==> config.mk <==
export PLATFORM = sky130hd
export DESIGN_NAME = i2tl_top
export DESIGN_NICKNAME = d
export VERILOG_FILES = /design/src/logic/i2tl_pkg.sv /design/src/logic/i2tl_accum.sv /design/src/logic/i2tl_top.sv
export VERILOG_INCLUDE_DIRS = /design/src /design/src/logic
export SDC_FILE = /design/constraint.sdc
export NUM_CORES = 2
export LEC_CHECK = 0
export BUFFER_PORTS_ARGS = -buffer_cell sky130_fd_sc_hd__buf_2
export CAP_MARGIN = 20
export CORE_AREA = 2 2 343 600
export DETAILED_ROUTE_END_ITERATION = 8
export DIE_AREA = 0 0 345 602
export PLACE_DENSITY = 0.46
export SLEW_MARGIN = 25
export SYNTH_ARGS = -nofsm -noshare
export SYNTH_HDL_FRONTEND = slang
export SYNTH_SLANG_ARGS = --single-unit
==> constraint.sdc <==
create_clock -name clk_i -period 15.05 [get_ports clk_i]
set_input_delay 2.2575 -clock clk_i [delete_from_list [all_inputs] [get_ports clk_i]]
set_output_delay 2.2575 -clock clk_i [all_outputs]
set_load 0.03 [all_outputs]
==> src/logic/i2tl_map.svh <==
// Register offsets, field positions and reset values of the limiter.
// Assumes a 32-bit Wishbone slave with byte addresses in wb_adr_i.
`ifndef I2TL_MAP_SVH
`define I2TL_MAP_SVH

// ----------------------------------------------------------------------
// Register byte offsets
// ----------------------------------------------------------------------
`define I2TL_ADR_W        8
`define I2TL_OFF_CTRL     8'h00
`define I2TL_OFF_PEAK     8'h04
`define I2TL_OFF_CONT     8'h08
`define I2TL_OFF_TIME     8'h0c
`define I2TL_OFF_SETPT_LO 8'h10
`define I2TL_OFF_SETPT_HI 8'h14
`define I2TL_OFF_ACC_LO   8'h18
`define I2TL_OFF_ACC_HI   8'h1c
`define I2TL_OFF_STATUS   8'h20
`define I2TL_OFF_MASK     8'h24
`define I2TL_OFF_STATE    8'h28

// ----------------------------------------------------------------------
// Field positions and widths
// ----------------------------------------------------------------------
`define I2TL_CTRL_FMODE   0
`define I2TL_CTRL_FCLR    1
`define I2TL_EVT_W        3
`define I2TL_HI_SHIFT     32

// ----------------------------------------------------------------------
// Reset values
// ----------------------------------------------------------------------
`define I2TL_RST_PEAK     32'hffffffff
`define I2TL_RST_CONT     32'hffffffff
`define I2TL_RST_TIME     32'h00000001
`define I2TL_RST_MASK     3'h0

`endif

==> src/logic/i2tl_pkg.sv <==
// Types shared by the limiter modules.
// Assumes the map header is compiled alongside.
package i2tl_pkg;

  // --------------------------------------------------------------------
  // Limiter states
  // --------------------------------------------------------------------
  typedef enum logic [1:0] {
    I2TL_NORMAL,
    I2TL_CLAMP,
    I2TL_FAULT
  } i2tl_state_e;

  // --------------------------------------------------------------------
  // Sticky event bits, same layout in status and mask
  // --------------------------------------------------------------------
  typedef struct packed {
    logic fault;
    logic lim_off;
    logic lim_on;
  } i2tl_evt_s;

  // --------------------------------------------------------------------
  // Live state word
  // --------------------------------------------------------------------
  typedef struct packed {
    logic over;
    logic fault;
    logic active;
  } i2tl_live_s;

endpackage : i2tl_pkg

==> src/logic/i2tl_accum.sv <==
// Energy accumulator, updated once per current sample.
// Assumes squared inputs are stable in the cycle that upd_i is high.
`timescale 1ns/100ps
module i2tl_accum #(
  parameter int SW = 32,
  parameter int AW = 48
) (
  // Clock, reset and enable
  input  wire logic          clk_i,
  input  wire logic          rst_i,
  input  wire logic          ce_i,
  // Sample update
  input  wire logic          upd_i,
  input  wire logic [SW-1:0] meas_sq_i,
  input  wire logic [SW-1:0] cont_sq_i,
  // Result
  output logic      [AW-1:0] acc_o,
  output logic               done_o
);

  logic signed [SW:0]   inc;
  logic signed [AW+1:0] sum;

  if (AW < SW + 1) begin : g_chk
    $error("i2tl_accum: AW must exceed SW");
  end

  // --------------------------------------------------------------------
  // Signed step and new sum
  // --------------------------------------------------------------------
  // square minus continuous square
  assign inc = $signed({1'b0, meas_sq_i}) - $signed({1'b0, cont_sq_i});
  assign sum = $signed({2'b00, acc_o})
             + $signed({{(AW + 1 - SW){inc[SW]}}, inc});

  always_ff @(posedge clk_i)
  begin
    if (rst_i)
    begin
      acc_o <= '0;
    end
    else if (ce_i && upd_i)
    begin
      if (sum < 0)
        acc_o <= '0;
      else if (sum[AW])
        acc_o <= '1;
      else
        acc_o <= sum[AW-1:0];
    end
  end

  always_ff @(posedge clk_i)
  begin
    if (rst_i)
      done_o <= 1'b0;
    else if (ce_i)
      done_o <= upd_i;
  end

endmodule : i2tl_accum

==> src/logic/i2tl_top.sv <==
// I2T current limiter: energy accumulator, setpoint, clamp or fault.
// Assumes a classic Wishbone master, a one-cycle sample strobe from the
// current loop and a signed current command synchronous to clk_i.
//
// Notes on behaviour
// - The setpoint is the squared peak limit minus the squared continuous limit, times the time limit.
// - The accumulator is refreshed once for each current sample.
// - Each refresh adds the squared sample minus the squared continuous limit, times one sample period.
// - The accumulator rises above the continuous limit and falls below it.
// - The accumulator never goes below zero.
// - Reset clears the accumulator to zero.
// - After each refresh the accumulator is tested strictly greater than the setpoint.
// - Exceeding the setpoint starts current limiting to the continuous limit.
// - While limiting, a command above the continuous limit gives exactly that limit.
// - While limiting, a command at or below the limit passes unchanged.
// - Software selects limiting or fault as the response.
// - In fault mode an overrun latches a fault until it is cleared.
`timescale 1ns/100ps
`include "i2tl_map.svh"
module i2tl_top
  import i2tl_pkg::*;
#(
  parameter int CW = 16,
  parameter int TW = 16
) (
  // Clock, reset and enable
  input  wire logic                    clk_i,
  input  wire logic                    rst_i,
  input  wire logic                    ce_i,
  // Wishbone slave
  input  wire logic                    wb_cyc_i,
  input  wire logic                    wb_stb_i,
  input  wire logic                    wb_we_i,
  input  wire logic [`I2TL_ADR_W-1:0]  wb_adr_i,
  input  wire logic [3:0]              wb_sel_i,
  input  wire logic [31:0]             wb_dat_i,
  output logic      [31:0]             wb_dat_o,
  output logic                         wb_ack_o,
  // Current loop
  input  wire logic                    smp_valid_i,
  input  wire logic [CW-1:0]           smp_meas_i,
  input  wire logic signed [CW-1:0]    cmd_i,
  output logic signed [CW-1:0]         cur_o,
  // Status
  output logic                         limit_o,
  output logic                         fault_o,
  output logic                         irq_o
);

  localparam int SW = 2 * CW;
  localparam int AW = SW + TW;

  if (CW < 2 || CW > 32 || TW < 1 || AW <= 32 || AW > 64) begin : g_chk
    $error("i2tl_top: CW and TW give an unusable accumulator width");
  end

  // --------------------------------------------------------------------
  // Helper functions
  // --------------------------------------------------------------------
  function automatic logic [SW-1:0] sq(input logic [CW-1:0] v);
    sq = SW'(v) * SW'(v);
  endfunction : sq

  function automatic logic [31:0] wmask(input logic [31:0] old,
                                        input logic [31:0] nw,
                                        input logic [3:0]  sel);
    wmask = old;
    for (int b = 0; b < 4; b++)
      if (sel[b])
        wmask[8*b +: 8] = nw[8*b +: 8];
  endfunction : wmask

  // --------------------------------------------------------------------
  // Declarations
  // --------------------------------------------------------------------
  logic [CW-1:0] peak_reg;
  logic [CW-1:0] cont_reg;
  logic [TW-1:0] time_reg;
  logic          fmode_reg;
  i2tl_evt_s     mask_reg;
  i2tl_evt_s     stat_reg;
  i2tl_evt_s     stat_next;
  i2tl_evt_s     evt;
  i2tl_evt_s     w1c;
  i2tl_live_s    live;
  i2tl_state_e   st_reg;
  i2tl_state_e   st_next;
  logic [AW-1:0] setpt_reg;
  logic [SW-1:0] diff;
  logic [AW-1:0] acc;
  logic          done;
  logic          over;
  logic          over_reg;
  logic          wr;
  logic          rd;
  logic          fclr;
  logic [CW-1:0] mag;

  assign wr = wb_cyc_i && wb_stb_i && wb_we_i && !wb_ack_o;
  assign rd = wb_cyc_i && wb_stb_i && !wb_we_i && !wb_ack_o;

  // --------------------------------------------------------------------
  // Configuration registers
  // --------------------------------------------------------------------
  always_ff @(posedge clk_i)
  begin
    if (rst_i)
    begin
      peak_reg  <= CW'(`I2TL_RST_PEAK);
      cont_reg  <= CW'(`I2TL_RST_CONT);
      time_reg  <= TW'(`I2TL_RST_TIME);
      fmode_reg <= 1'b0;
      mask_reg  <= `I2TL_RST_MASK;
    end
    else if (ce_i && wr)
    begin
      case (wb_adr_i)
        `I2TL_OFF_CTRL:
          if (wb_sel_i[0])
            fmode_reg <= wb_dat_i[`I2TL_CTRL_FMODE];
        `I2TL_OFF_PEAK:
          peak_reg <= CW'(wmask(32'(peak_reg), wb_dat_i, wb_sel_i));
        `I2TL_OFF_CONT:
          cont_reg <= CW'(wmask(32'(cont_reg), wb_dat_i, wb_sel_i));
        `I2TL_OFF_TIME:
          time_reg <= TW'(wmask(32'(time_reg), wb_dat_i, wb_sel_i));
        `I2TL_OFF_MASK:
          if (wb_sel_i[0])
            mask_reg <= wb_dat_i[`I2TL_EVT_W-1:0];
        default:
          ;
      endcase
    end
  end

  assign fclr = wr && wb_adr_i == `I2TL_OFF_CTRL && wb_sel_i[0]
             && wb_dat_i[`I2TL_CTRL_FCLR];
  assign w1c  = (wr && wb_adr_i == `I2TL_OFF_STATUS && wb_sel_i[0])
              ? wb_dat_i[`I2TL_EVT_W-1:0] : '0;

  // --------------------------------------------------------------------
  // Setpoint
  // --------------------------------------------------------------------
  // difference of squares times time, zero when cont is not below peak
  assign diff = (sq(peak_reg) > sq(cont_reg))
              ? sq(peak_reg) - sq(cont_reg) : '0;

  always_ff @(posedge clk_i)
  begin
    if (rst_i)
      setpt_reg <= '0;
    else if (ce_i)
      setpt_reg <= AW'(diff) * AW'(time_reg);
  end

  // --------------------------------------------------------------------
  // Accumulator
  // --------------------------------------------------------------------
  i2tl_accum #(
    .SW (SW),
    .AW (AW)
  ) u_accum (
    .clk_i     (clk_i),
    .rst_i     (rst_i),
    .ce_i      (ce_i),
    .upd_i     (smp_valid_i),
    .meas_sq_i (sq(smp_meas_i)),
    .cont_sq_i (sq(cont_reg)),
    .acc_o     (acc),
    .done_o    (done)
  );

  assign over = acc > setpt_reg;

  always_ff @(posedge clk_i)
  begin
    if (rst_i)
      over_reg <= 1'b0;
    else if (ce_i && done)
      over_reg <= over;
  end

  // --------------------------------------------------------------------
  // Limiter state machine
  // --------------------------------------------------------------------
  always_comb
  begin
    st_next = st_reg;
    unique case (st_reg)
      I2TL_NORMAL:
        if (done && over)
          st_next = fmode_reg ? I2TL_FAULT : I2TL_CLAMP;
      I2TL_CLAMP:
        if (fmode_reg || (done && !over))
          st_next = I2TL_NORMAL;
      I2TL_FAULT:
        if (fclr)
          st_next = I2TL_NORMAL;
    endcase
  end

  always_ff @(posedge clk_i)
  begin
    if (rst_i)
      st_reg <= I2TL_NORMAL;
    else if (ce_i)
      st_reg <= st_next;
  end

  assign evt.lim_on  = st_reg != I2TL_CLAMP && st_next == I2TL_CLAMP;
  assign evt.lim_off = st_reg == I2TL_CLAMP && st_next != I2TL_CLAMP;
  assign evt.fault   = st_reg != I2TL_FAULT && st_next == I2TL_FAULT;

  // --------------------------------------------------------------------
  // Interrupt status
  // --------------------------------------------------------------------
  // An event in the clearing cycle stays set.
  assign stat_next = (stat_reg & ~w1c) | evt;

  always_ff @(posedge clk_i)
  begin
    if (rst_i)
    begin
      stat_reg <= '0;
      irq_o    <= 1'b0;
    end
    else if (ce_i)
    begin
      stat_reg <= stat_next;
      irq_o    <= |(stat_next & mask_reg);
    end
  end

  // --------------------------------------------------------------------
  // Current output
  // --------------------------------------------------------------------
  assign mag = cmd_i[CW-1] ? CW'(-cmd_i) : cmd_i;

  always_ff @(posedge clk_i)
  begin
    if (rst_i)
    begin
      cur_o   <= '0;
      limit_o <= 1'b0;
      fault_o <= 1'b0;
    end
    else if (ce_i)
    begin
      limit_o <= st_next == I2TL_CLAMP;
      fault_o <= st_next == I2TL_FAULT;
      if (st_reg == I2TL_FAULT)
        cur_o <= '0;
      else if (st_reg == I2TL_CLAMP && mag > cont_reg)
        cur_o <= cmd_i[CW-1] ? -$signed(cont_reg) : $signed(cont_reg);
      else
        cur_o <= cmd_i;
    end
  end

  // --------------------------------------------------------------------
  // Wishbone read and acknowledge
  // --------------------------------------------------------------------
  assign live.over   = over_reg;
  assign live.fault  = st_reg == I2TL_FAULT;
  assign live.active = st_reg == I2TL_CLAMP;

  always_ff @(posedge clk_i)
  begin
    if (rst_i)
      wb_ack_o <= 1'b0;
    else if (ce_i)
      wb_ack_o <= wb_cyc_i && wb_stb_i && !wb_ack_o;
  end

  always_ff @(posedge clk_i)
  begin
    if (rst_i)
      wb_dat_o <= '0;
    else if (ce_i && rd)
    begin
      case (wb_adr_i)
        `I2TL_OFF_CTRL:     wb_dat_o <= 32'(fmode_reg);
        `I2TL_OFF_PEAK:     wb_dat_o <= 32'(peak_reg);
        `I2TL_OFF_CONT:     wb_dat_o <= 32'(cont_reg);
        `I2TL_OFF_TIME:     wb_dat_o <= 32'(time_reg);
        `I2TL_OFF_SETPT_LO: wb_dat_o <= setpt_reg[31:0];
        `I2TL_OFF_SETPT_HI:
          wb_dat_o <= 32'(setpt_reg >> `I2TL_HI_SHIFT);
        `I2TL_OFF_ACC_LO:   wb_dat_o <= acc[31:0];
        `I2TL_OFF_ACC_HI:
          wb_dat_o <= 32'(acc >> `I2TL_HI_SHIFT);
        `I2TL_OFF_STATUS:   wb_dat_o <= 32'(stat_reg);
        `I2TL_OFF_MASK:     wb_dat_o <= 32'(mask_reg);
        `I2TL_OFF_STATE:    wb_dat_o <= 32'(live);
        default:            wb_dat_o <= '0;
      endcase
    end
  end

endmodule : i2tl_top

; ---- After elaboration in Yosys (flattened, before gate mapping)
; Cells that the tools add are included.
[classes]
addsub = 5
n_mul = 4
order_cmp = 4
eq_ne = 17
mux = 14
bitwise = 4
n_reduce_logical = 36
[ops]
columns = cell, count
row1 = 32-bit one-hot mux with 11 select lines, 1
row2 = 16-bit by 16-bit multiplier with 32-bit output, 3
row3 = 48-bit two-way mux, 2
row4 = 16-bit two-way mux, 4
row5 = 49-bit by 33-bit adder with 50-bit output, 1
row6 = 50-bit by 1-bit less-than comparator with 1-bit output (second input constant), 1
row7 = 48-bit greater-than comparator, 1
row8 = 32-bit by 16-bit multiplier with 48-bit output, 1
row9 = 32-bit by 32-bit subtractor with 33-bit output, 1
row10 = 8-bit by 5-bit == test with 1-bit output (second input constant), 4
row11 = 32-bit greater-than comparator, 1
row12 = 32-bit two-way mux, 1
row13 = 16-bit negator, 2
row14 = 32-bit subtractor, 1
row15 = 8-bit by 6-bit == test with 1-bit output (second input constant), 3
row16 = 3-bit AND reduction, 8
row17 = 1-bit logical AND, 21
row18 = 8-bit by 4-bit == test with 1-bit output (second input constant), 2
row19 = 16-bit greater-than comparator, 1
row20 = 8-bit by 3-bit == test with 1-bit output (second input constant), 1
row21 = 8-bit zero test, 1
row22 = 2-bit two-way mux, 4
row23 = 3-bit bitwise AND, 2
row24 = 2-bit one-hot mux with 3 select lines, 1
row25 = other kinds (11), 16
[word_totals]
reg_bits = 207
in_bits = 83
out_inout_bits = 52
elab_cells = 108

; ---- Longest topological paths before layout
[logic_depth]
word_depth = 13
depth_mapped = 63

; ---- Hierarchy
; Synthesis repeated with hierarchy kept, for this count alone.
[hier_totals]
hier_cells = 6441
hier_area_um2 = 54006.8
[by_module_without_submodules]
columns = module, n_inst, cells_each, area_per_inst_um2, seq_area_each_um2
row1 = i2tl_top, 1, 5585, 47819.6, 3163.0
row2 = i2tl_accum, 1, 856, 6187.2, 980.9

; ---- Least setup slack after synthesis
; No wires, ideal clock.
[synth_timing]
path_kind = reg-to-reg
start = register cont_reg[10]
end = register setpt_reg[44]
arrival_ns = 14.200
required_ns = 14.933
path_slack_ns = 0.733
stages_incl_launch_ff = 60
path_cell_list = dfxtp_1 > clkbuf_1 > inv_1 > clkbuf_1 > nor2_1 > inv_1 > fa_1 > inv_1 > fa_1 > inv_1 > fa_1 > fa_1 > inv_1 > fa_1 > inv_1 > fa_1 > inv_1 > ha_1 > (+24 left out) > fa_1 > inv_1 > fa_1 > fa_1 > inv_1 > fa_1 > inv_1 > ha_1 > a21oi_1 > o21bai_1 > a2111oi_0 > a21bo_2 > a41oi_1 > o2111ai_1 > nand3_1 > a21oi_1 > or4_1 > a32o_1
[synth_between]
elab_chain_cells = 4
word_cells_on_any_way = 5
classes_between = add/sub (1) / mul (2) / order compare (1) / mux (1)
[synth_lines]
columns = item, line_no
row1 = start: declaration, i2tl_top.sv:77  ; logic [CW-1:0] cont_reg;
row2 = start signal: assignment, i2tl_top.sv:110  ; cont_reg <= CW'(`I2TL_RST_CONT);
row3 = start signal: assignment, i2tl_top.sv:124  ; cont_reg <= CW'(wmask(32'(cont_reg), wb_dat_i, wb_sel_i));
row4 = 16-bit by 16-bit multiplier with 32-bit output (*), i2tl_top.sv:61  ; sq = SW'(v) * SW'(v);
row5 = 32-bit subtractor or 32-bit greater-than comparator (tied branches), "i2tl_top.sv:146, i2tl_top.sv:145"
row6 = 32-bit two-way mux (*), i2tl_top.sv:146  ; ? sq(peak_reg) - sq(cont_reg) : '0;
row7 = 32-bit by 16-bit multiplier with 48-bit output (*), i2tl_top.sv:153  ; setpt_reg <= AW'(diff) * AW'(time_reg);
row8 = end signal: assignment, i2tl_top.sv:153
row9 = end: declaration, i2tl_top.sv:88  ; logic [AW-1:0] setpt_reg;
; Mark *: on every way between the ends. The rest lies on a longest branch, timed or not.
; A chain may end at the register's enable or synchronous reset.

; ---- Final worst setup path
[layout_timing]
start = register cont_reg[7]
end = register setpt_reg[46]
; The elaborated chain is that of the path after synthesis.

==> results_dict.tcl <==
set metrics [dict create \
    status "completed" \
    yosysTopAreaCell "fa_1" \
    rr_worst_depth 57 \
    coreArea_mm2 0.203 \
    grt_first_pass_wirelength_um 315000 \
    powerDensity_mw_per_mm2 165 \
    port_buffers 116 \
    ys_warn_count 0 \
    worstHoldStart "cur_o[13]$_SDFFE_PP0P_" \
    ant_nets 0 \
    crit_arrival_ns 15.05 \
    routabilityCongestion 0.954 \
    timing.final.crit_share_pct 96.8 \
    setup_viol 0 \
    hold_slack_ns 0.456 \
    nNetsFinal 8487 \
    worstMarginPinSlew_ns 1.08 \
    hpwlAfterDp_um 181000 \
    path_clk_slew_ns 0.08 \
    slew_viol_final 0 \
    synthCells 6423 \
    cts_buffers 25 \
    synthTopCellsByArea "fa_1 35%, ha_1 14%, inv_1 8.9%, dfxtp_1 7.6%, nand2_1 4.4%" \
    syn_nets 8037 \
    required_ns 15.53 \
    cts_buffer_depth 3 \
    vdd_drop_max_uv 416 \
    finalHoldViolCount 0 \
    grt_remaining_overflow 0 \
    grt_util_met1_pct 19.1 \
    min-delay-path-class "reg2reg" \
    dp.cells 9486 \
    crit_path_max_incr_delay_ns 0.55 \
    wl_per_cell_um 22.1 \
    r2r_end "setpt_reg[46]$_SDFFE_PP0P_" \
    skew_ns 0.0401 \
    synth_edf_count 0 \
    io_pins 135 \
    worstHoldPathCells 2 \
    die-area_mm2 0.208 \
    num_rows 219 \
    die_w_um 345 \
    area_growth_pct 16.2 \
    gr-max-usage-layer "met2" \
    drt-initial-drc-count 2323 \
    syn_area_mm2 0.0546 \
    antenna_found_initial 10 \
    grt_use_met2_pct 40.6 \
    ys_seq_area_share_pct 7.59 \
    regArea_mm2 0.00416 \
    drc 0 \
    multi_input_area_mm2 0.0448 \
    root_buffer "clkbuf_16" \
    r2r-start "cont_reg[7]$_SDFFE_PP1P_" \
    yosysTopAreaCellShare_pct 34.6 \
    p_total_uw 10500 \
    holdBufCountCts 0 \
    cp_slowest_cell "fa_1" \
    cts_tree "done" \
    synth.avg_cell_area_um2 8.50 \
    crit_path_max_fanout 11 \
    ys_types 84 \
    yosys-top-cells-count "1295 x inv_1, 942 x fa_1, 644 x nand2_1" \
    die_h_um 602 \
    clock_latency_ns 0.62 \
    r2r_setup_slack_ns 0.49 \
    path_common_cell "fa_1" \
    critPathLaunchType "flop" \
    relSlewSlack_pct 26.7 \
    grt_use_total_pct 20.3 \
    final_util_pct 31.3 \
    crit_type "reg2reg" \
    first_global_vias 51500 \
    fmax_ghz 0.0687 \
    drive_above_1_share_pct 13.3 \
    cts.sinks 207 \
    vias_per_cell 4.88 \
    initial_core_util_pct 26.9 \
    leakagePower_uw 0.0316 \
    hold_path_end "cur_o[13]$_SDFFE_PP0P_" \
    vias 46600 \
    synthArstFlopShare_pct 0 \
    synth_most_common_cell "inv_1" \
    fill_cells 21600 \
    grt_start_max_net_pins 81 \
    layoutNonFillerInstCount 9550 \
    endpoint_kind "flop" \
    use_met3_pct 1.41 \
    dr.pass1.iters 9 \
    cts.htree.levels 1 \
    wl_um 211000 \
    synth-seq-cells 207 \
    min_period_ns 14.56 \
    synthFlopType "dfxtp_1" \
    drv_cap 0 \
]
through the flow:
stage | setup slack (ns) | area, um2 | setup TNS, ns
finish | 0.487 | 63400 | 0
global route | -0.0433 | 63400 | -0.396
CTS | 0.0105 | 63000 | 0
detailed placement | -0.267 | 62000 | -0.910
global placement | -0.218 | 62000 | -0.730
floorplan | 0.733 | 54600 | 0
cell type report:
cell class / count / share of cell area [%]
well taps: 2652 / 5.23
multi-input cells: 4628 / 70.6
diodes: 6 / 0.0237
clock buffers: 30 / 1.06
inverters: 1306 / 7.75
clock inverters: 16 / 0.377
flip-flops and latches: 207 / 6.56
repair buffers: 705 / 8.39
kinds of logic (layout without fill, tap and decap cells):
| family | Yosys count | in the layout | share of synthesized area [%] |
|---|---|---|---|
| other | 0 | 6 | 0 |
| adders and majority gates | 1531 | 1531 | 48.1 |
| and+or+nand+nor | 1717 | 1717 | 14.7 |
| xor gates and xnor gates | 228 | 228 | 3.66 |
| muxes | 81 | 81 | 1.49 |
| DFF | 207 | 207 | 7.59 |
| AOI/OAI and AO/OA | 1071 | 1071 | 13.4 |
| buffers and inverters | 1588 | 2057 | 11.0 |
cells in the final DEF, fill, tap and decap left out, drive strengths merged, types with 13 or more instances in the layout:
| cell | synthesis | routed |
|---|---|---|
| or2 | 19 | 19 |
| dfxtp | 207 | 207 |
| o211ai | 73 | 73 |
| nand2 | 645 | 645 |
| o21a | 45 | 45 |
| a31o | 13 | 13 |
| nand3 | 127 | 127 |
| clkbuf | 240 | 32 |
| a21oi | 296 | 296 |
| o21bai | 42 | 42 |
| nor2b | 43 | 43 |
| nand2b | 30 | 30 |
| a31oi | 32 | 32 |
| nand4 | 36 | 36 |
| nor3b | 14 | 14 |
| xnor2 | 161 | 161 |
| nor3 | 104 | 104 |
| nor2 | 361 | 361 |
| ha | 589 | 589 |
| and2 | 189 | 189 |
| or3 | 22 | 22 |
| a211oi | 29 | 29 |
| mux2i | 79 | 79 |
| a22oi | 22 | 22 |
| fa | 942 | 942 |
| buf | 42 | 703 |
| a21o | 141 | 141 |
| a221oi | 18 | 18 |
| o21ai | 182 | 182 |
| inv | 1296 | 1303 |
| o31ai | 25 | 25 |
| and3 | 81 | 81 |
| xor2 | 67 | 67 |
| a211o | 43 | 43 |
| and4 | 13 | 13 |
metal layers:
| layer | vias up | wire, um | part of all wire (%) |
|---|---|---|---|
| li1 | 21500 | - | - |
| met1 | 23600 | 69700 | 33 |
| met2 | 1046 | 117000 | 55 |
| met3 | 512 | 6020 | 2.8 |
| met4 | 8 | 18600 | 8.8 |
| met5 | - | 57 | 0.027 |
power by group:
part	switching (uW)	total, uW	leakage [uW]	internal, uW
Clock	308	720	0.000450	411
Sequential	82.7	683	0.00167	600
Combinational	5400	9090	0.0294	3690
worst max-delay path: cells and delay by family (launching register included):
| family | cells | cell delay [ns] |
|---|---|---|
| buffers and inverters | 18 | 1.98 |
| flip-flops | 1 | 0.45 |
| adder cells (fa/ha/maj) | 15 | 6.86 |
| AND/OR/NAND/NOR | 9 | 2.09 |
| AO/OA/AOI/OAI | 13 | 2.49 |
| XOR/XNOR | 2 | 0.54 |
worst max path at each step:
stage	startpoint	endpoint	slack [ns]	cells past startpoint
finish	cont_reg[7]$_SDFFE_PP1P_	setpt_reg[46]$_SDFFE_PP0P_	0.49	57
global route	cont_reg[2]$_SDFFE_PP1P_	setpt_reg[45]$_SDFFE_PP0P_	-0.04	60
CTS	cont_reg[10]$_SDFFE_PP1P_	setpt_reg[44]$_SDFFE_PP0P_	0.01	56
detailed placement	cont_reg[2]$_SDFFE_PP1P_	setpt_reg[44]$_SDFFE_PP0P_	-0.27	57
global placement	cont_reg[2]$_SDFFE_PP1P_	setpt_reg[44]$_SDFFE_PP0P_	-0.22	57
floorplan	cont_reg[10]$_SDFFE_PP1P_	setpt_reg[44]$_SDFFE_PP0P_	0.73	59
what timing repair did:
| action | CTS | global route |
|---|---|---|
| cloned | 0 | 2 |
| endpoints found under the setup margin | 8 | 69 |
| pin swaps | 0 | 19 |
| resized for setup | 8 | 82 |
| buffers inserted | 0 | 10 |
Note: power is estimated with default switching activity, not from simulation.
